--- config.mk ---
export PLATFORM = sky130hd
export DESIGN_NAME = serdes_rx_phy_config
export DESIGN_NICKNAME = d
export VERILOG_FILES = /design/src/hdl/serdes_rx_phy_pkg.sv /design/src/hdl/lane_term_adjust.sv /design/src/hdl/serdes_rx_phy_config.sv /design/src/hdl/term_cal_engine.sv
export VERILOG_INCLUDE_DIRS = /design/src /design/src/hdl
export SDC_FILE = /design/constraint.sdc
export NUM_CORES = 1
export LEC_CHECK = 0
export ABC_CLOCK_PERIOD_IN_PS = 3200
export BUFFER_PORTS_ARGS = -buffer_cell sky130_fd_sc_hd__buf_2
export CORE_UTILIZATION = 30
export DETAILED_ROUTE_END_ITERATION = 12
export GPL_TIMING_DRIVEN = 1
export PLACE_DENSITY = 0.57
export REMOVE_ABC_BUFFERS = 1
export SYNTH_ARGS = -nofsm -noshare
export SYNTH_HDL_FRONTEND = slang
export SYNTH_HIERARCHICAL = 1
export SYNTH_SLANG_ARGS = --single-unit
--- constraint.sdc ---
create_clock -name clock_in -period 3.2 [get_ports clock_in]
set_input_delay 0.96 -clock clock_in [delete_from_list [all_inputs] [get_ports clock_in]]
set_output_delay 0.96 -clock clock_in [all_outputs]
set_load 0.01 [all_outputs]
--- src/hdl/serdes_rx_phy_consts.svh ---
`ifndef SERDES_RX_PHY_CONSTS_SVH
`define SERDES_RX_PHY_CONSTS_SVH

// Register offsets
`define IF_PWR_ADDR    12'h200
`define LANE_PD_ADDR   12'h201
`define CDR_RST_ADDR   12'h206
`define CDR_MODE_ADDR  12'h230
`define PLL_CTRL_ADDR  12'h280
`define PLL_STAT_ADDR  12'h281
`define PLL_DIV_ADDR   12'h289
`define CAL_A_ADDR     12'h2A7
`define OVR_A_ADDR     12'h2A8
`define CODE_A_ADDR    12'h2AC
`define CAL_B_ADDR     12'h2AE
`define OVR_B_ADDR     12'h2AF
`define CODE_B_ADDR    12'h2B3
`define OFS_FIRST_ADDR 12'h2BB
`define OFS_LAST_ADDR  12'h2C2

// Field positions
`define IF_PD_BIT      0
`define CAL_GO_BIT     0
`define OVR_EN_BIT     4
`define PLL_EN_BIT     0
`define PLL_RECAL_BIT  2
`define CDR_RST_BIT    0
`define CDR_HALF_BIT   5
`define OFS_SIGN_BIT   3

// Reset values
`define IF_PWR_RST     8'h01
`define LANE_PD_RST    8'h00
`define CTRL_RST       8'h00

// Lanes of calibration group A
`define GROUP_A_LANES  8'hC3

// Clock relationships
`define BITS_PER_BYTE  6'h0A
`define BYTES_PER_PCLK 6'h04

// Calibration run length in clock cycles
`define CAL_CYCLES     64

`endif

--- src/hdl/serdes_rx_phy_pkg.sv ---
package serdes_rx_phy_pkg;

  // Calibration engine states
  typedef enum logic {
    CAL_IDLE,
    CAL_RUN
  } cal_state_type;

endpackage : serdes_rx_phy_pkg

--- src/hdl/lane_term_adjust.sv ---
`timescale 1ns/100ps
`include "serdes_rx_phy_consts.svh"
module lane_term_adjust (
  input  wire logic       clock_in,
  input  wire logic       rst_b_in,
  input  wire logic [3:0] base_in,
  input  wire logic [3:0] offset_in,
  output logic      [3:0] code_out
);

  wire       negative;
  wire [4:0] magnitude;
  wire [4:0] sum;
  wire [4:0] next_code;

  // Sign-magnitude offset with clamping to the code range
  assign negative  = offset_in[`OFS_SIGN_BIT];
  assign magnitude = {2'b00, offset_in[2:0]};
  assign sum       = {1'b0, base_in} + magnitude;
  assign next_code = negative
                   ? (({1'b0, base_in} < magnitude) ? 5'h00
                      : {1'b0, base_in} - magnitude)
                   : (sum[4] ? 5'h0F : sum);

  always_ff @(posedge clock_in or negedge rst_b_in) begin
    if (!rst_b_in) begin
      code_out <= 4'h0;
    end else begin
      code_out <= next_code[3:0];
    end
  end

endmodule : lane_term_adjust

--- src/hdl/serdes_rx_phy_config.sv ---
`timescale 1ns/100ps
`include "serdes_rx_phy_consts.svh"
module serdes_rx_phy_config #(
  parameter int LANES      = 8,
  parameter int CAL_CYCLES = `CAL_CYCLES
) (
  input  wire logic              clock_in,
  input  wire logic              rst_b_in,
  input  wire logic       [11:0] reg_addr_in,
  input  wire logic              reg_wr_in,
  input  wire logic              reg_rd_in,
  input  wire logic        [7:0] reg_wdata_in,
  output logic             [7:0] reg_rdata_out,
  output logic                   reg_rvalid_out,
  input  wire logic        [3:0] term_meas_a_in,
  input  wire logic        [3:0] term_meas_b_in,
  input  wire logic              pll_lock_in,
  input  wire logic              pll_cal_ok_in,
  input  wire logic              pll_band_low_in,
  input  wire logic              pll_band_high_in,
  output logic                   if_powerdown_out,
  output logic       [LANES-1:0] lane_powerdown_out,
  output logic             [1:0] term_cal_busy_out,
  output logic     [4*LANES-1:0] term_code_lane_out,
  output logic                   pll_enable_out,
  output logic                   pll_recal_out,
  output logic             [1:0] lane_pll_ref_divider_out,
  output logic                   cdr_half_rate_enable_out,
  output logic             [1:0] cdr_rate_divider_out,
  output logic       [LANES-1:0] cdr_reset_lane_out,
  output logic             [5:0] pclk_lane_ratio_out
);

  // ***********************************************************
  // Register storage
  // ***********************************************************

  logic [7:0] serial_if_power_ctrl;
  logic [7:0] lane_powerdown_mask;
  logic [7:0] cdr_reset_ctrl;
  logic [7:0] cdr_mode_cfg;
  logic [7:0] lane_pll_ctrl;
  logic [7:0] lane_pll_divider;
  logic [7:0] term_cal_ctrl_group_a;
  logic [7:0] term_override_group_a;
  logic [7:0] term_cal_ctrl_group_b;
  logic [7:0] term_override_group_b;
  logic [7:0] term_offset [LANES];
  logic       band_low_seen;
  logic       band_high_seen;

  // ***********************************************************
  // Address decode
  // ***********************************************************

  wire        hit_if_pwr;
  wire        hit_lane_pd;
  wire        hit_cdr_rst;
  wire        hit_cdr_mode;
  wire        hit_pll_ctrl;
  wire        hit_pll_stat;
  wire        hit_pll_div;
  wire        hit_cal_a;
  wire        hit_ovr_a;
  wire        hit_code_a;
  wire        hit_cal_b;
  wire        hit_ovr_b;
  wire        hit_code_b;
  wire        hit_offset;
  wire [11:0] offset_delta;
  wire  [2:0] offset_index;

  // One hit line per register
  assign hit_if_pwr   = (reg_addr_in == `IF_PWR_ADDR);
  assign hit_lane_pd  = (reg_addr_in == `LANE_PD_ADDR);
  assign hit_cdr_rst  = (reg_addr_in == `CDR_RST_ADDR);
  assign hit_cdr_mode = (reg_addr_in == `CDR_MODE_ADDR);
  assign hit_pll_ctrl = (reg_addr_in == `PLL_CTRL_ADDR);
  assign hit_pll_stat = (reg_addr_in == `PLL_STAT_ADDR);
  assign hit_pll_div  = (reg_addr_in == `PLL_DIV_ADDR);
  assign hit_cal_a    = (reg_addr_in == `CAL_A_ADDR);
  assign hit_ovr_a    = (reg_addr_in == `OVR_A_ADDR);
  assign hit_code_a   = (reg_addr_in == `CODE_A_ADDR);
  assign hit_cal_b    = (reg_addr_in == `CAL_B_ADDR);
  assign hit_ovr_b    = (reg_addr_in == `OVR_B_ADDR);
  assign hit_code_b   = (reg_addr_in == `CODE_B_ADDR);

  // Eight consecutive offset registers, one per lane
  assign hit_offset   = (reg_addr_in >= `OFS_FIRST_ADDR)
                     && (reg_addr_in <= `OFS_LAST_ADDR);
  assign offset_delta = reg_addr_in - `OFS_FIRST_ADDR;
  assign offset_index = offset_delta[2:0];

  // ***********************************************************
  // Write strobes and edge events
  // ***********************************************************

  wire wr_cal_a;
  wire wr_cal_b;
  wire wr_pll_ctrl;
  wire cal_start_a;
  wire cal_start_b;
  wire recal_start;

  assign wr_cal_a    = reg_wr_in && hit_cal_a;
  assign wr_cal_b    = reg_wr_in && hit_cal_b;
  assign wr_pll_ctrl = reg_wr_in && hit_pll_ctrl;

  // Low-to-high of the go bit starts each group's calibration
  assign cal_start_a = wr_cal_a
                    && reg_wdata_in[`CAL_GO_BIT]
                    && !term_cal_ctrl_group_a[`CAL_GO_BIT];
  assign cal_start_b = wr_cal_b
                    && reg_wdata_in[`CAL_GO_BIT]
                    && !term_cal_ctrl_group_b[`CAL_GO_BIT];

  // Rising edge of the recalibration bit
  assign recal_start = wr_pll_ctrl
                    && reg_wdata_in[`PLL_RECAL_BIT]
                    && !lane_pll_ctrl[`PLL_RECAL_BIT];

  // ***********************************************************
  // Control registers
  // ***********************************************************

  // Power, clock recovery and PLL control
  always_ff @(posedge clock_in or negedge rst_b_in) begin
    if (!rst_b_in) begin
      serial_if_power_ctrl <= `IF_PWR_RST;
      lane_powerdown_mask  <= `LANE_PD_RST;
      cdr_reset_ctrl       <= `CTRL_RST;
      cdr_mode_cfg         <= `CTRL_RST;
      lane_pll_ctrl        <= `CTRL_RST;
      lane_pll_divider     <= `CTRL_RST;
    end else if (reg_wr_in) begin
      if (hit_if_pwr) begin
        serial_if_power_ctrl <= reg_wdata_in;
      end
      if (hit_lane_pd) begin
        lane_powerdown_mask <= reg_wdata_in;
      end
      if (hit_cdr_rst) begin
        cdr_reset_ctrl <= reg_wdata_in;
      end
      if (hit_cdr_mode) begin
        cdr_mode_cfg <= reg_wdata_in;
      end
      if (hit_pll_ctrl) begin
        lane_pll_ctrl <= reg_wdata_in;
      end
      if (hit_pll_div) begin
        lane_pll_divider <= reg_wdata_in;
      end
    end
  end

  // Termination calibration and override control
  always_ff @(posedge clock_in or negedge rst_b_in) begin
    if (!rst_b_in) begin
      term_cal_ctrl_group_a <= `CTRL_RST;
      term_override_group_a <= `CTRL_RST;
      term_cal_ctrl_group_b <= `CTRL_RST;
      term_override_group_b <= `CTRL_RST;
    end else if (reg_wr_in) begin
      if (hit_cal_a) begin
        term_cal_ctrl_group_a <= reg_wdata_in;
      end
      if (hit_ovr_a) begin
        term_override_group_a <= reg_wdata_in;
      end
      if (hit_cal_b) begin
        term_cal_ctrl_group_b <= reg_wdata_in;
      end
      if (hit_ovr_b) begin
        term_override_group_b <= reg_wdata_in;
      end
    end
  end

  // Per-lane termination offsets
  always_ff @(posedge clock_in or negedge rst_b_in) begin
    if (!rst_b_in) begin
      for (int i = 0; i < LANES; i++) begin
        term_offset[i] <= `CTRL_RST;
      end
    end else if (reg_wr_in && hit_offset) begin
      term_offset[offset_index] <= reg_wdata_in;
    end
  end

  // ***********************************************************
  // PLL status
  // ***********************************************************

  wire next_band_low;
  wire next_band_high;
  wire [7:0] pll_status;

  // Band-limit flags hold until a recalibration; a new hit wins
  assign next_band_low  = pll_band_low_in
                       || (band_low_seen && !recal_start);
  assign next_band_high = pll_band_high_in
                       || (band_high_seen && !recal_start);

  always_ff @(posedge clock_in or negedge rst_b_in) begin
    if (!rst_b_in) begin
      band_low_seen  <= 1'b0;
      band_high_seen <= 1'b0;
    end else begin
      band_low_seen  <= next_band_low;
      band_high_seen <= next_band_high;
    end
  end

  // Lock in bit 0, calibrated in bit 3, band limits in bits 4 and 5
  assign pll_status = {2'b00, band_high_seen, band_low_seen,
                       pll_cal_ok_in, 2'b00, pll_lock_in};

  // ***********************************************************
  // Termination calibration engines
  // ***********************************************************

  wire [3:0] cal_code_a;
  wire [3:0] cal_code_b;
  wire       cal_busy_a;
  wire       cal_busy_b;

  // Group A: lanes 0, 1, 6 and 7
  term_cal_engine #(
    .CAL_CYCLES (CAL_CYCLES)
  ) u_cal_a (
    .clock_in     (clock_in),
    .rst_b_in     (rst_b_in),
    .start_in     (cal_start_a),
    .meas_code_in (term_meas_a_in),
    .busy_out     (cal_busy_a),
    .code_out     (cal_code_a)
  );

  // Group B: lanes 2, 3, 4 and 5
  term_cal_engine #(
    .CAL_CYCLES (CAL_CYCLES)
  ) u_cal_b (
    .clock_in     (clock_in),
    .rst_b_in     (rst_b_in),
    .start_in     (cal_start_b),
    .meas_code_in (term_meas_b_in),
    .busy_out     (cal_busy_b),
    .code_out     (cal_code_b)
  );

  assign term_cal_busy_out = {cal_busy_b, cal_busy_a};

  // ***********************************************************
  // Termination code per lane
  // ***********************************************************

  wire [3:0] group_code_a;
  wire [3:0] group_code_b;
  wire [LANES-1:0] in_group_a;

  // Override replaces the calibrated code when bit 4 is set
  assign group_code_a = term_override_group_a[`OVR_EN_BIT]
                      ? {1'b0, term_override_group_a[3:1]}
                      : cal_code_a;
  assign group_code_b = term_override_group_b[`OVR_EN_BIT]
                      ? {1'b0, term_override_group_b[3:1]}
                      : cal_code_b;

  assign in_group_a = LANES'(`GROUP_A_LANES);

  // Each lane takes its group's code plus its own offset
  for (genvar g = 0; g < LANES; g++) begin : g_lane
    wire [3:0] lane_base;

    assign lane_base = in_group_a[g] ? group_code_a : group_code_b;

    lane_term_adjust u_adjust (
      .clock_in  (clock_in),
      .rst_b_in  (rst_b_in),
      .base_in   (lane_base),
      .offset_in (term_offset[g][3:0]),
      .code_out  (term_code_lane_out[4*g +: 4])
    );
  end

  // ***********************************************************
  // Power, PLL and clock recovery outputs
  // ***********************************************************

  wire [LANES-1:0] lane_off;

  // Whole interface down forces every lane down
  assign if_powerdown_out   = serial_if_power_ctrl[`IF_PD_BIT];
  assign lane_off           = lane_powerdown_mask[LANES-1:0]
                            | {LANES{if_powerdown_out}};
  assign lane_powerdown_out = lane_off;

  // PLL enable and reference divider
  assign pll_enable_out           = lane_pll_ctrl[`PLL_EN_BIT];
  assign lane_pll_ref_divider_out = lane_pll_divider[1:0];

  // Clock recovery mode
  assign cdr_half_rate_enable_out = cdr_mode_cfg[`CDR_HALF_BIT];
  assign cdr_rate_divider_out     = cdr_mode_cfg[2:1];

  // Recovery reset per lane: shared reset or own power-down
  assign cdr_reset_lane_out = lane_off
                            | {LANES{cdr_reset_ctrl[`CDR_RST_BIT]}};

  // Lane bits per processing clock: ten bits a byte, four bytes
  assign pclk_lane_ratio_out = 6'(`BITS_PER_BYTE * `BYTES_PER_PCLK);

  // One-cycle recalibration request to the PLL
  always_ff @(posedge clock_in or negedge rst_b_in) begin
    if (!rst_b_in) begin
      pll_recal_out <= 1'b0;
    end else begin
      pll_recal_out <= recal_start;
    end
  end

  // ***********************************************************
  // Read path
  // ***********************************************************

  wire [7:0] read_mux;
  wire [7:0] offset_read;

  assign offset_read = hit_offset ? term_offset[offset_index] : 8'h00;

  // Unmapped addresses read as zero
  assign read_mux = ({8{hit_if_pwr}}   & serial_if_power_ctrl)
                  | ({8{hit_lane_pd}}  & lane_powerdown_mask)
                  | ({8{hit_cdr_rst}}  & cdr_reset_ctrl)
                  | ({8{hit_cdr_mode}} & cdr_mode_cfg)
                  | ({8{hit_pll_ctrl}} & lane_pll_ctrl)
                  | ({8{hit_pll_stat}} & pll_status)
                  | ({8{hit_pll_div}}  & lane_pll_divider)
                  | ({8{hit_cal_a}}    & term_cal_ctrl_group_a)
                  | ({8{hit_ovr_a}}    & term_override_group_a)
                  | ({8{hit_code_a}}   & {4'h0, cal_code_a})
                  | ({8{hit_cal_b}}    & term_cal_ctrl_group_b)
                  | ({8{hit_ovr_b}}    & term_override_group_b)
                  | ({8{hit_code_b}}   & {4'h0, cal_code_b})
                  | offset_read;

  // Registered read data, one cycle after the read strobe
  always_ff @(posedge clock_in or negedge rst_b_in) begin
    if (!rst_b_in) begin
      reg_rdata_out  <= 8'h00;
      reg_rvalid_out <= 1'b0;
    end else begin
      reg_rvalid_out <= reg_rd_in;
      if (reg_rd_in) begin
        reg_rdata_out <= read_mux;
      end
    end
  end

endmodule : serdes_rx_phy_config

--- src/hdl/term_cal_engine.sv ---
`timescale 1ns/100ps
module term_cal_engine #(
  parameter int CAL_CYCLES = 64
) (
  input  wire logic       clock_in,
  input  wire logic       rst_b_in,
  input  wire logic       start_in,
  input  wire logic [3:0] meas_code_in,
  output logic            busy_out,
  output logic      [3:0] code_out
);

  serdes_rx_phy_pkg::cal_state_type state;
  logic [15:0]                      count;
  wire                              last_cycle;

  assign last_cycle = (count == 16'(CAL_CYCLES - 1));
  assign busy_out   = (state == serdes_rx_phy_pkg::CAL_RUN);

  // Run for a fixed time, then latch the measured code
  always_ff @(posedge clock_in or negedge rst_b_in) begin
    if (!rst_b_in) begin
      state    <= serdes_rx_phy_pkg::CAL_IDLE;
      count    <= 16'h0000;
      code_out <= 4'h0;
    end else if (start_in) begin
      state <= serdes_rx_phy_pkg::CAL_RUN;
      count <= 16'h0000;
    end else begin
      unique case (state)
        serdes_rx_phy_pkg::CAL_IDLE: begin
          count <= 16'h0000;
        end
        serdes_rx_phy_pkg::CAL_RUN: begin
          count <= count + 16'h0001;
          if (last_cycle) begin
            state    <= serdes_rx_phy_pkg::CAL_IDLE;
            code_out <= meas_code_in;
          end
        end
      endcase
    end
  end

endmodule : term_cal_engine
* Word level (Yosys, flattened, before mapping)
Index checks and enable logic that the tools add are counted.
** Storage, ports and cells
- Input port bits :: 36
- Word-level logic and storage cells :: 191
- Output and inout port bits :: 73
- Register bits after elaboration :: 230
** Cells by class
- Mux-type cells :: 43
- Eq/ne operators :: 15
- Reductions and logical operators :: 32
- $lt $le $gt $ge :: 12
- Bitwise operators :: 33
- $add $sub $neg :: 19
** Operators with widths (number)
- $eq A12 B10 Y1 const B :: 13
- $or A8 B8 Y8 :: 15
- $mux W4 :: 26
- $and A8 B8 Y8 :: 10
- $bwmux W64 :: 1
- $pmux W16 S2 :: 2
- $add A4 B3 Y5 :: 8
- $add A16 B1 Y16 const B :: 2
- $eq A16 B6 Y1 const B :: 2
- $lt A4 B3 Y1 :: 8
- $mux W16 :: 2
- $mux W8 :: 4
- $sub A4 B3 Y4 :: 8
- $bmux W8 S3 :: 1
- $demux W8 S3 :: 1
- $reduce_and A2 Y1 :: 10
- $and A8 B4 Y8 :: 2
- $logic_and A1 B1 Y1 :: 14
- $ge A12 B10 Y1 const B :: 1
- $le A12 B10 Y1 const B :: 1
- $and A8 B6 Y8 :: 1
- $mux W1 :: 6
- $reduce_and A3 Y1 :: 2
- $ge A4 B4 Y1 const B :: 1
- other kinds (6) :: 13

* Logic depth before layout (Yosys ltp)
Gate-level depths: netlist (run 1).
- Depth after elaboration :: 15
- Depth in mapped cells :: 11
- Depth with buffers taken out :: 9

* By module
Netlist (run 1), hierarchy kept.
** By module, submodules not included
- serdes_rx_phy_config :: seq. area each 3905.0 um^2, cells each 620, times used 1, area each 7962.6 um^2
- lane_term_adjust :: seq. area each 100.1 um^2, cells each 47, times used 8, area each 412.9 um^2
- term_cal_engine :: seq. area each 525.5 um^2, cells each 93, times used 2, area each 962.2 um^2

* Worst setup path before layout (run 1)
No wires, ideal clock.
- Path type :: input-to-reg
- Start point :: input reg_addr_in[0]
- End point :: register u_cal_b.code_out[0]
- Setup time :: 125 ps
- Required time :: 3075 ps
- Data arrival time :: 2951 ps
- Cell stages on the path :: 11
- Buffers on the path :: 3
- Setup slack :: 124 ps
- Path through :: buf_2 inv_1 ha_1 and2_1 clkbuf_1 nand4_1 nor3b_1 nand2b_1 clkbuf_1 and4b_4 mux2_2
** Between the ends
- Cells in the longest elaborated chain, start to end :: 6
** Ends and longest elaborated chain
- start: declaration :: RTL line serdes_rx_phy_config.sv:9 : input wire logic [11:0] reg_addr_in,
- $eq A12 B10 Y1 (no source line)
- $logic_and A1 B1 Y1 :: RTL line serdes_rx_phy_config.sv:106 : assign wr_cal_b = reg_wr_in && hit_cal_b;
- $logic_and A1 B1 Y1 (2 in series) :: RTL line serdes_rx_phy_config.sv:113 : assign cal_start_b = wr_cal_b
- via cal_start_b :: RTL line serdes_rx_phy_config.sv:102 : wire cal_start_b;
- $not A1 Y1 (no source line)
- $reduce_and A3 Y1 (no source line)
- end signal: assignment :: RTL line term_cal_engine.sv:38 : code_out <= meas_code_in;
- end: declaration :: RTL line term_cal_engine.sv:10 : output logic [3:0] code_out
The timed path passes the listed nets, and every way through them passes these cells.
A chain may end at the register's enable or synchronous reset.

* Worst setup path after layout (run 1)
- Start point :: register cdr_reset_ctrl[0]
- End point :: output cdr_reset_lane_out[7]
** Between the ends
- Cells in the longest elaborated chain, start to end :: 1
** Ends and longest elaborated chain
- start: declaration :: RTL line serdes_rx_phy_config.sv:40 : logic [7:0] cdr_reset_ctrl;
- start signal: assignment :: RTL line serdes_rx_phy_config.sv:131 : cdr_reset_ctrl <= `CTRL_RST;
- start signal: assignment :: RTL line serdes_rx_phy_config.sv:143 : cdr_reset_ctrl <= reg_wdata_in;
- $or A8 B8 Y8 :: RTL line serdes_rx_phy_config.sv:308 : assign cdr_reset_lane_out = lane_off
- end: declaration :: RTL line serdes_rx_phy_config.sv:30 : output logic [LANES-1:0] cdr_reset_lane_out,
Every way passes these cells.

==> results by group, run 1 <==
Global route
  • First-pass GRT wire length: 56400 µm
  • Vias in the first global route: 9507
  • Tot GR Track Use: 0.163
  • Largest net degree at the start of global routing: 57
  • GR Overflow Total: 0
  • Initial antenna violation count: 1

Place
  • Cell Count Post-Placement: 1843
  • DP HPWL: 26000 µm
  • I/O Buffers: 102
  • GP Congestion: 0.860

Floorplanning
  • Top-Level Pins: 109
  • Die footprint: 44800 µm²
  • Core area: 43300 µm²
  • Initial core utilization: 0.305
  • Die X: 212 µm
  • Chip Height: 212 µm
  • Row count: 76

STA
  • Max Slew Vio Count: 0
  • Unrepaired setup endpoints after global routing: false
  • Fin crit share: 0.798
  • Hold slack: 0.302 ns
  • Tightest Pin Transition: 0.544 ns
  • Max_slew headroom: 0.637
  • Max Freq: 392 MHz
  • Hold Violations, Final: 0
  • Setup violators final: 0
  • Final critical-path required period: 2.55 ns
  • Setup Skew: 0.0419 ns

Finish
  • Area Growth Syn to Fin: 16.0%
  • Antenna Cells: 0
  • Final #Nets: 1392
  • Layout fillers: 4336
  • Final cell count without fillers: 1891
  • Layout cells sized above 1: 0.319

Outcome
  • Status: complete, no violations

Worst setup path
  • CP Capture Type: output pin
  • R2R Setup Slk: 0.76 ns
  • WP data arrival: 1.59 ns
  • Top delay family on crit path: flip-flops
  • Crit path kind: flop to output pin
  • CP Depth: 2
  • Worst r2r dst: g_lane[7].u_adjust/code_out[3]
  • Critical Path Source Type: flop
  • Worst path bufs/invs: 1
  • Reg2Reg Depth: 8
  • CP endpoint: cdr_reset_lane_out[7]
  • Setup crit start: cdr_reset_ctrl[0]
  • Crit-path max FO: 10
  • RR Startpoint: term_override_group_a[4]
  • Worst endpoint required time: 2.24 ns
  • Crit path largest cell delay: 0.49 ns
  • CP cell instances: or3_1 -> buf_2
  • CP max-delay cell: dfrtp_1

Routing
  • Detailed-route via count: 9710
  • First DRT Iteration DRCs: 557
  • DR vias/cell: 5.13
  • WL/cell: 19.0 µm
  • ANT nets after route: 0
  • # DRC: 0
  • DRT Pass-1 Iters: 5
  • Routed wire length: 36000 µm

Clock network
  • Htree depth: 1
  • Clock transition at path regs: 0.07 ns
  • Hold buffers post-CTS: 0
  • Number of setup buffers added after CTS: 0
  • Deepest clock path buffer count: 3
  • Clock sinks: 230
  • Clock latency on the worst-skew pair: 0.57 ns
  • Post-CTS sizing: 0
  • CTS Buf Count: 26
  • Root Buffer: clkbuf_16
  • TritonCTS clock tree: built

Yosys
  • Most common cell in the synthesized netlist: dfrtp_1
  • Most area-consuming cells after synthesis: dfrtp_1, mux2_2, ha_1
  • Asr flop ratio synth: 1.00
  • Top_reg_cell synth: dfrtp_1
  • Synth warn: 6
  • Synthesized flop and latch total: 230
  • Cell variety after synth: 75
  • Post-synth top cells: dfrtp_1, mux2_2, inv_1
  • Largest area contributor in the netlist: dfrtp_1
  • Share of the synthesized area in the top cell type: 0.434
  • Sequential fraction of the synthesis area: 0.436
  • Post-synth EDFFs: 0
  • Mean Syn Cell Area: 11.2 µm²
  • Mapped Cells: 1182
  • Post-Syn Area: 13200 µm²

Power and ir drop
  • Peak VDD IR: 0.375 mV
  • Power Density: 419 nW/µm²
  • Lkg Pwr: 7.18 nW

Min path
  • Hold Path Class: primary input to async pin

Job
  • Max cap viols: 0
## worst min-delay path by stage
stage and end:
3_5_place_dp u_cal_a/count[0], 5_1_grt term_offset[31], 2_1_floorplan band_high_seen, 4_1_cts term_offset[31], 3_3_place_gp u_cal_b/count[0], 6_report term_offset[31]
## flip-flops by register name (all words and copies together) (netlist names), 8 cells and up
name	flops
cdr_reset_ctrl	8
lane_pll_divider	8
serial_if_power_ctrl	8
cdr_mode_cfg	8
u_cal_a/count	16
term_cal_ctrl_group_b	8
u_cal_b/count	16
term_cal_ctrl_group_a	8
g_lane.u_adjust/code_out	32
lane_pll_ctrl	8
lane_powerdown_mask	8
reg_rdata_out	8
term_offset	64
term_override_group_b	8
term_override_group_a	8
## cells by family after synthesis
group	after synthesis	synth area share
other	2	0.000569
flip-flops	230	0.436
AO/OA/AOI/OAI	193	0.101
adder cells (fa/ha/maj)	70	0.0755
multiplexers	180	0.168
buffers and inverters	154	0.0551
XOR/XNOR	24	0.0174
AND/OR/NAND/NOR	329	0.146
## layout by cell type, fill, tap and decap left out, types with 14 or more instances in the layout
cell	instances
or3_1	22
clkbuf_16	26
o22ai_1	14
mux2_2	163
o21ai_0	49
nand2_1	70
buf_4	33
buf_2	101
inv_1	86
dfrtp_1	229
xnor2_1	19
nor2_1	59
o221ai_1	16
nand3_1	42
a21oi_1	26
fa_1	16
mux4_2	16
ha_1	54
## cell type report
cell class	instances	area, µm²	share of cell area
Inverter	86	323	0.0211
Sequential cell	230	5760	0.376
Clock inverter	18	199	0.0130
Clock buffer	30	696	0.0455
Tap cell	585	732	0.0479
Multi-Input combinational cell	802	6720	0.439
Timing Repair Buffer	140	868	0.0568
## where the power goes
group          total [mW]  switching [mW]  leakage [nW]  internal (mW)
clock                3.11            1.29         0.443           1.82
combinational       0.356           0.249          3.55          0.108
sequential           2.94          0.0151          3.19           2.92
## through the flow
stage	utilization	total power [mW]	setup slack, ns	TNS [ns]	cell area [µm²]
floorplan	-	3.10	-0.136	-1.04	12800
detailed placement	0.333	3.35	0.0758	0	14400
global placement	0.333	3.35	0.0804	0	14400
CTS	0.354	6.50	0.628	0	15300
finish	0.354	6.41	0.646	0	15300
global route	0.354	6.65	0.560	0	15300
## worst reg2reg max path, stage by stage (launching register included)
cell and delay (ns):
dfrtp_1 0.47, mux2_2 0.49, ha_1 0.26, inv_1 0.07, fa_1 0.23, or4b_1 0.45, a21oi_1 0.11, nand3b_1 0.11
nand3_1 0.09
## routing by layer
metal / up-vias / part of all wire / global-route usage
li1: 4461 / - / -
met1: 4948 / 0.46 / 0.229
met2: 256 / 0.47 / 0.258
met3: 43 / 0.050 / 0.0251
met4: 2 / 0.019 / 0.0440
met5: - / 0.00028 / 0
Power figures use the tool's default switching activity.
==> inputs of run 2 (changes only) <==
- ABC_AREA: unset -> 1
- ABC_CLOCK_PERIOD_IN_PS: 3200 -> 2500
- clock period: 3.2 -> 2.5 ns (I/O delays scaled with it)
==> results by group, run 2 <==
Outcome
  • Status: complete, no violations (unchanged)

Floorplanning
  • Row count: 77 (was 76)
  • Die footprint: 46300 µm² (was 44800 µm²)
  • Top-Level Pins: 109 (unchanged)
  • Initial core utilization: 0.306 (was 0.305)
  • Die X: 215 µm (was 212 µm)
  • Chip Height: 215 µm (was 212 µm)
  • Core area: 44500 µm² (was 43300 µm²)

STA
  • Setup violators final: 0 (unchanged)
  • Hold Violations, Final: 0 (unchanged)
  • Final critical-path required period: 2.35 ns
  • Fin crit share: 0.938
  • Max Slew Vio Count: 0 (unchanged)
  • Max Freq: 426 MHz
  • Hold slack: 0.0321 ns (was 0.302 ns)
  • Unrepaired setup endpoints after global routing: false (unchanged)
  • Setup Skew: 0.0218 ns (was 0.0419 ns)

Routing
  • Met3 wire len: 1950 µm (was 1780 µm)
  • WL/cell: 15.1 µm (was 19.0 µm)
  • DR vias/cell: 4.67 (was 5.13)
  • First DRT Iteration DRCs: 843 (was 557)
  • Met2 wire len: 18400 µm (was 16800 µm)
  • DRT Pass-1 Iters: 7 (was 5)
  • # DRC: 0 (unchanged)
  • Detailed-route via count: 12.1k (was 9710)
  • ANT nets after route: 0 (unchanged)
  • WL met1: 17900 µm (was 16700 µm)
  • Top Metal Used: met4 (was met5)
  • Routed wire length: 39300 µm (was 36000 µm)

Finish
  • Top Registers: term_offset (64), g_lane.u_adjust/code_out (32) (unchanged)
  • Most frequent cells in the layout: nand2_1, dfrtp_1, nor2_1 (was dfrtp_1, mux2_2, buf_2)
  • Area Growth Syn to Fin: 18.0% (was 16.0%)
  • Final cell count without fillers: 2599 (was 1891)
  • Max reg flops: 64 (unchanged)
  • Final #Nets: 2090 (was 1392)
  • Layout fillers: 4741 (was 4336)
  • Top reg by flops: term_offset (unchanged)
  • Leading cell type in the layout, fill and taps excluded: nand2_1 (was dfrtp_1)
  • Layout cells sized above 1: 0.159 (was 0.319)

Global route
  • GR Overflow Total: 0 (unchanged)
  • Largest net degree at the start of global routing: 59 (was 57)
  • Initial antenna violation count: 4 (was 1)
  • Vias in the first global route: 12.0k (was 9507)
  • Tot GR Track Use: 0.173 (was 0.163)
  • First-pass GRT wire length: 64500 µm (was 56400 µm)

Yosys
  • Most common cell in the synthesized netlist: nand2_1 (was dfrtp_1)
  • Post-Syn Area: 13600 µm² (was 13200 µm²)
  • Cell variety after synth: 39 (was 75)
  • Most area-consuming cells after synthesis: dfrtp_1, nand2_1, o21ai_0 (was dfrtp_1, mux2_2, ha_1)
  • Mapped Cells: 1832 (was 1182)
  • Synth Area in Compound Gates: 0.102 (was 0.101)
  • Sequential fraction of the synthesis area: 0.422 (was 0.436)
  • Synthesized flop and latch total: 230 (unchanged)
  • Top_reg_cell synth: dfrtp_1 (unchanged)
  • Simple-gate portion of the synthesized area: 0.317 (was 0.146)
  • Multiplexer share of the synthesized area: 0.00165 (was 0.168)
  • Post-synth EDFFs: 0 (unchanged)
  • Largest family of logic cells by synthesized area: simple AND/OR/NAND/NOR gates (was multiplexers)
  • Post-synth top cells: nand2_1, dfrtp_1, nor2_1 (was dfrtp_1, mux2_2, inv_1)
  • Asr flop ratio synth: 1.00 (unchanged)
  • Mean Syn Cell Area: 7.44 µm² (was 11.2 µm²)
  • Post-Synth Adder-Cell Area: 0.0730 (was 0.0755)
  • Share of the synthesized area in the top cell type: 0.420 (was 0.434)
  • Largest area contributor in the netlist: dfrtp_1 (unchanged)
  • Synth warn: 6 (unchanged)
  • Xor-xnor portion of the synthesized cell area: 0 (was 0.0174)

Worst setup path
  • CP Capture Type: output pin (unchanged)
  • Reg2Reg Depth: 8 (unchanged)
  • CP endpoint: cdr_reset_lane_out[5] (was cdr_reset_lane_out[7])
  • Worst endpoint required time: 1.75 ns (was 2.24 ns)
  • Critical Path Source Type: flop (unchanged)
  • Worst r2r dst: g_lane[4].u_adjust/code_out[2] (was g_lane[7].u_adjust/code_out[3])
  • Crit-path max FO: 16 (was 10)
  • Crit path kind: flop to output pin (unchanged)
  • RR Startpoint: term_override_group_b[4] (was term_override_group_a[4])
  • WP data arrival: 1.60 ns (was 1.59 ns)
  • R2R Setup Slk: 0.26 ns (was 0.76 ns)
  • Setup crit start: serial_if_power_ctrl[0] (was cdr_reset_ctrl[0])

Power and ir drop
  • Internal power: 6.23 mW (was 4.85 mW)
  • Peak VDD IR: 0.499 mV (was 0.375 mV)
  • Combinational Power Share: 0.076 (was 0.056)
  • Share of total power in sequential cells: 0.459 (about the same)
  • Power Density: 519 nW/µm² (was 419 nW/µm²)
  • Clock power frac: 0.465 (was 0.485)
  • Net Sw Power: 2.13 mW (was 1.56 mW)
  • Lkg Pwr: 8.43 nW (was 7.18 nW)
  • Switching Share: 0.254 (was 0.243)

Clock network
  • Number of setup buffers added after CTS: 0 (unchanged)
  • Clock transition at path regs: 0.07 ns (about the same)
  • Root Buffer: clkbuf_16 (unchanged)
  • Post-CTS sizing: 0 (unchanged)
  • Htree depth: 1 (unchanged)
  • Clock sinks: 230 (unchanged)
  • Deepest clock path buffer count: 3 (unchanged)
  • Hold buffers post-CTS: 0 (unchanged)
  • TritonCTS clock tree: built (unchanged)
  • Clock latency on the worst-skew pair: 0.57 ns (about the same)
  • CTS Buf Count: 28 (was 26)

Min path
  • Hold Path Class: primary input to async pin (unchanged)

Place
  • GP Congestion: 0.899 (was 0.860)
  • DP HPWL: 29500 µm (was 26000 µm)
  • Cell Count Post-Placement: 2546 (was 1843)
  • I/O Buffers: 102 (unchanged)

Job
  • Max cap viols: 0 (unchanged)
run 2: cell count changes after synthesis, moves of 21 or more:
cell,before,now
o21ai_0,49,164
mux2_2,163,2
nand3_1,42,149
nor2_2,1,22
or3_1,22,0
nor2_1,59,198
nand2_1,70,553
inv_1,86,195
run 2: final cells by class:
type / count / area, µm² / share of cell area
multi-input combinational: 1331 / 6750 / 0.420
inverter: 217 / 817 / 0.0508
clock buffer: 38 / 810 / 0.0503
antenna: 4 / 10.0 / 0.000622
sequential: 230 / 5760 / 0.358
timing repair buffer: 176 / 1150 / 0.0715
tap: 592 / 741 / 0.0460
clock inverter: 11 / 55.1 / 0.00342
run 2: worst max-delay path, cell delays in order, from the launching register on:
cell and delay, ns:
dfstp_2 0.58, inv_1 0.20, nand3_1 0.13, buf_2 0.13
run 2: stage by stage:
step	power, mW	utilization	setup slack [ns]	instance area, µm²	TNS [ns]
3_5_place_dp	4.54	0.342	-0.0244	15200	-0.0880
5_1_grt	8.68	0.362	0.0401	16100	0
3_3_place_gp	4.54	0.342	-0.0233	15200	-0.0888
4_1_cts	8.47	0.361	0.131	16100	0
6_report	8.35	0.362	0.154	16100	0
2_1_floorplan	4.17	-	-0.364	13300	-8.14
run 2: power by group through the flow:
stage / clock network (mW) / logic (mW) / registers, mW
floorplan: 0 / 0.264 / 3.90
global placement: 0 / 0.636 / 3.90
detailed placement: 0 / 0.641 / 3.90
CTS: 3.99 / 0.645 / 3.84
global route: 4.13 / 0.715 / 3.84
finish: 3.88 / 0.635 / 3.84
run 2: how the worst min path moves through the flow:
stage                         from                              to  slack [ns]  depth (start not counted)
6_report                  rst_b_in             u_cal_a/code_out[1]        0.03                          1
5_1_grt                   rst_b_in  g_lane[5].u_adjust/code_out[2]        0.04                          1
4_1_cts                   rst_b_in  g_lane[4].u_adjust/code_out[2]        0.03                          1
3_5_place_dp   u_cal_b/code_out[1]             u_cal_b/code_out[1]        0.46                          2
3_3_place_gp   u_cal_b/code_out[1]             u_cal_b/code_out[1]        0.46                          2
2_1_floorplan  u_cal_b/code_out[1]             u_cal_b/code_out[1]        0.44                          2
run 2: logic make-up (layout without fill, tap and decap cells):
logic type               count (synthesis)  after routing
AND/OR/NAND/NOR                        997            997
buffers and inverters                  275            442
AO/OA/AOI/OAI                          256            256
flip-flops                             230            230
adder cells (fa/ha/maj)                 70             70
other                                    2             10
multiplexers                             2              2
run 2: per-layer routing:
layer | vias to the layer above | global-route usage
li1 | 6094 | -
met1 | 5674 | 0.233
met2 | 312 | 0.288
met3 | 63 | 0.0255
met4 | 0 | 0.0515
met5 | - | 0
==> inputs of run 3 (changes only) <==
- CORE_MARGIN: unset -> 4
- CORE_UTILIZATION: 30 -> 61
- PLACE_DENSITY: 0.57 -> 0.92
==> results by group, run 3 (synthesis gave the netlist of run 2 again) <==
STA
  • Max_slew headroom: 0.630
  • Max Freq: 425 MHz (was 426 MHz)
  • Tightest Pin Transition: 0.554 ns
  • Unrepaired setup endpoints after global routing: false (unchanged)
  • Total Neg Setup Slack: 0 ns (unchanged)
  • Final critical-path required period: 2.35 ns (about the same)
  • Fin crit share: 0.941 (was 0.938)
  • Setup violators final: 0 (unchanged)
  • Hold Violations, Final: 0 (unchanged)
  • Setup Skew: 0.0262 ns (was 0.0218 ns)
  • Max Slew Vio Count: 0 (unchanged)
  • Final worst slack: 0.147 ns (was 0.154 ns)

Clock network
  • Deepest clock path buffer count: 3 (unchanged)
  • Hold buffers post-CTS: 0 (unchanged)
  • Htree depth: 1 (unchanged)
  • CTS Buf Count: 26 (was 28)
  • Clock sinks: 230 (unchanged)
  • Number of setup buffers added after CTS: 0 (unchanged)
  • TritonCTS clock tree: built (unchanged)
  • Clock transition at path regs: 0.06 ns (was 0.07 ns)
  • Clock latency on the worst-skew pair: 0.55 ns (was 0.57 ns)
  • Root Buffer: clkbuf_16 (unchanged)
  • Post-CTS sizing: 0 (unchanged)

Place
  • DP Worst Slack: -0.00137 ns (was -0.0244 ns)
  • Cell Count Post-Placement: 2217 (was 2546)
  • DP HPWL: 27000 µm (was 29500 µm)
  • GP Congestion: 0.961 (was 0.899)
  • I/O Buffers: 102 (unchanged)

Power and ir drop
  • Switching Share: 0.244 (was 0.254)
  • Share of total power in sequential cells: 0.455 (was 0.459)
  • Net Sw Power: 2.06 mW (was 2.13 mW)
  • Lkg Pwr: 8.35 nW (was 8.43 nW)
  • Peak VDD IR: 0.583 mV (was 0.499 mV)
  • Power Density: 541 nW/µm² (was 519 nW/µm²)
  • Final Power: 8.43 mW (was 8.35 mW)
  • Clock power frac: 0.471 (was 0.465)
  • Internal power: 6.37 mW (was 6.23 mW)
  • Combinational Power Share: 0.074 (was 0.076)

Finish
  • Final #Nets: 2071 (was 2090)
  • Most frequent cells in the layout: nand2_1, dfrtp_1, nor2_1 (unchanged)
  • Leading cell type in the layout, fill and taps excluded: nand2_1 (unchanged)
  • Max reg flops: 64 (unchanged)
  • Area Growth Syn to Fin: 14.3% (was 18.0%)
  • Top reg by flops: term_offset (unchanged)
  • Antenna Cells: 0 (was 4)
  • Top Registers: term_offset (64), g_lane.u_adjust/code_out (32) (unchanged)
  • Final core occ: 0.712 (was 0.362)
  • Layout cells sized above 1: 0.152 (was 0.159)
  • Final cell count without fillers: 2265 (was 2599)

Floorplanning
  • Die X: 158 µm (was 215 µm)
  • Core area: 21900 µm² (was 44500 µm²)
  • Row count: 54 (was 77)
  • Die footprint: 24800 µm² (was 46300 µm²)
  • Chip Height: 158 µm (was 215 µm)
  • Top-Level Pins: 109 (unchanged)
  • Initial core utilization: 0.623 (was 0.306)

Worst setup path
  • Critical Path Source Type: flop (unchanged)
  • WP data arrival: 1.60 ns (about the same)
  • Crit-path max FO: 16 (unchanged)
  • Worst endpoint required time: 1.75 ns (about the same)
  • Crit path largest cell delay: 0.57 ns (was 0.58 ns)
  • Crit path kind: flop to output pin (unchanged)
  • CP cell instances: inv_1 -> nand3_1 -> buf_2 (unchanged)
  • CP Capture Type: output pin (unchanged)
  • CP max-delay cell: dfstp_2 (unchanged)

Global route
  • GR Overflow Total: 0 (unchanged)
  • Largest net degree at the start of global routing: 62 (was 59)
  • First-pass GRT wire length: 60500 µm (was 64500 µm)
  • Tot GR Track Use: 0.300 (was 0.173)
  • Vias in the first global route: 12.5k (was 12.0k)
  • Initial antenna violation count: 0 (was 4)

Routing
  • DRT Pass-1 Iters: 5 (was 7)
  • Routed wire length: 37000 µm (was 39300 µm)
  • DR vias/cell: 5.63 (was 4.67)
  • Top Metal Used: met4 (unchanged)
  • First DRT Iteration DRCs: 1502 (was 843)
  • WL/cell: 16.4 µm (was 15.1 µm)
  • ANT nets after route: 0 (unchanged)
  • Met2 wire len: 17900 µm (was 18400 µm)
  • WL met1: 14400 µm (was 17900 µm)
  • Detailed-route via count: 12.7k (was 12.1k)
  • Met3 wire len: 3120 µm (was 1950 µm)
  • # DRC: 0 (unchanged)

Outcome
  • Status: complete, no violations (unchanged)

Min path
  • Hold Path Class: primary input to async pin (unchanged)

Job
  • Max cap viols: 0 (unchanged)
[run 3: cell types whose count changed in the layout (fill, tap and decap cells not counted), sizes merged]
cell      previous run  this run
clkinvlp             0         1
clkbuf              38        35
diode                4         0
buf                176       159
clkinv              21        19
bufinv               0         3
[run 3: worst paths after layout]
check / from / to / slack (ns) / depth (start not counted)
setup reg to reg: term_override_group_a[4] / g_lane[1].u_adjust/code_out[2] / 0.26 / 8
max in group asynchronous: rst_b_in / g_lane[6].u_adjust/code_out[0] / 1.64 / 2
setup / recovery: serial_if_power_ctrl[0] / cdr_reset_lane_out[4] / 0.15 / 3
hold / removal: rst_b_in / g_lane[4].u_adjust/code_out[2] / 0.16 / 1
min in group clock_in: pll_band_low_in / band_low_seen / 0.41 / 2
hold reg to reg: cdr_reset_ctrl[2] / cdr_reset_ctrl[2] / 0.48 / 2
[run 3: metal layers]
layer	global-route usage	vias up
met3	0.0500	139
met1	0.382	5901
li1	-	6061
met4	0.115	0
met5	0	-
met2	0.516	645
[run 3: cell type report]
cell class                      count  area [µm²]
Clock buffer                       35         744
Clock inverter                     13         158
Fill cell                        1685        6300
Inverter                          217         817
Multi-Input combinational cell   1331        6750
Sequential cell                   230        5760
Tap cell                          280         350
Timing Repair Buffer              159        1010
[run 3: stage by stage]
stage / cell area (µm²) / hold WS, ns
final: 15600 / 0.157
after floorplan: 13300 / 0.442
after global placement: 14700 / 0.466
after global routing: 15600 / 0.192
after CTS: 15600 / 0.169
after detailed placement: 14700 / 0.473
[run 3: worst max-delay path, delay by kind of cell, from the launching register on]
family                 cells  cell delay, ns
flip-flops                 1            0.57
AND/OR/NAND/NOR            1            0.14
buffers and inverters      2            0.34
[run 3: power groups by stage]
stage                     clock [mW]  sequential (mW)  combinational, mW
final                           3.97             3.84              0.621
after global placement             0             3.90              0.590
after CTS                       4.02             3.84              0.614
after detailed placement           0             3.90              0.607
after floorplan                    0             3.90              0.264
after global routing            4.16             3.84              0.687
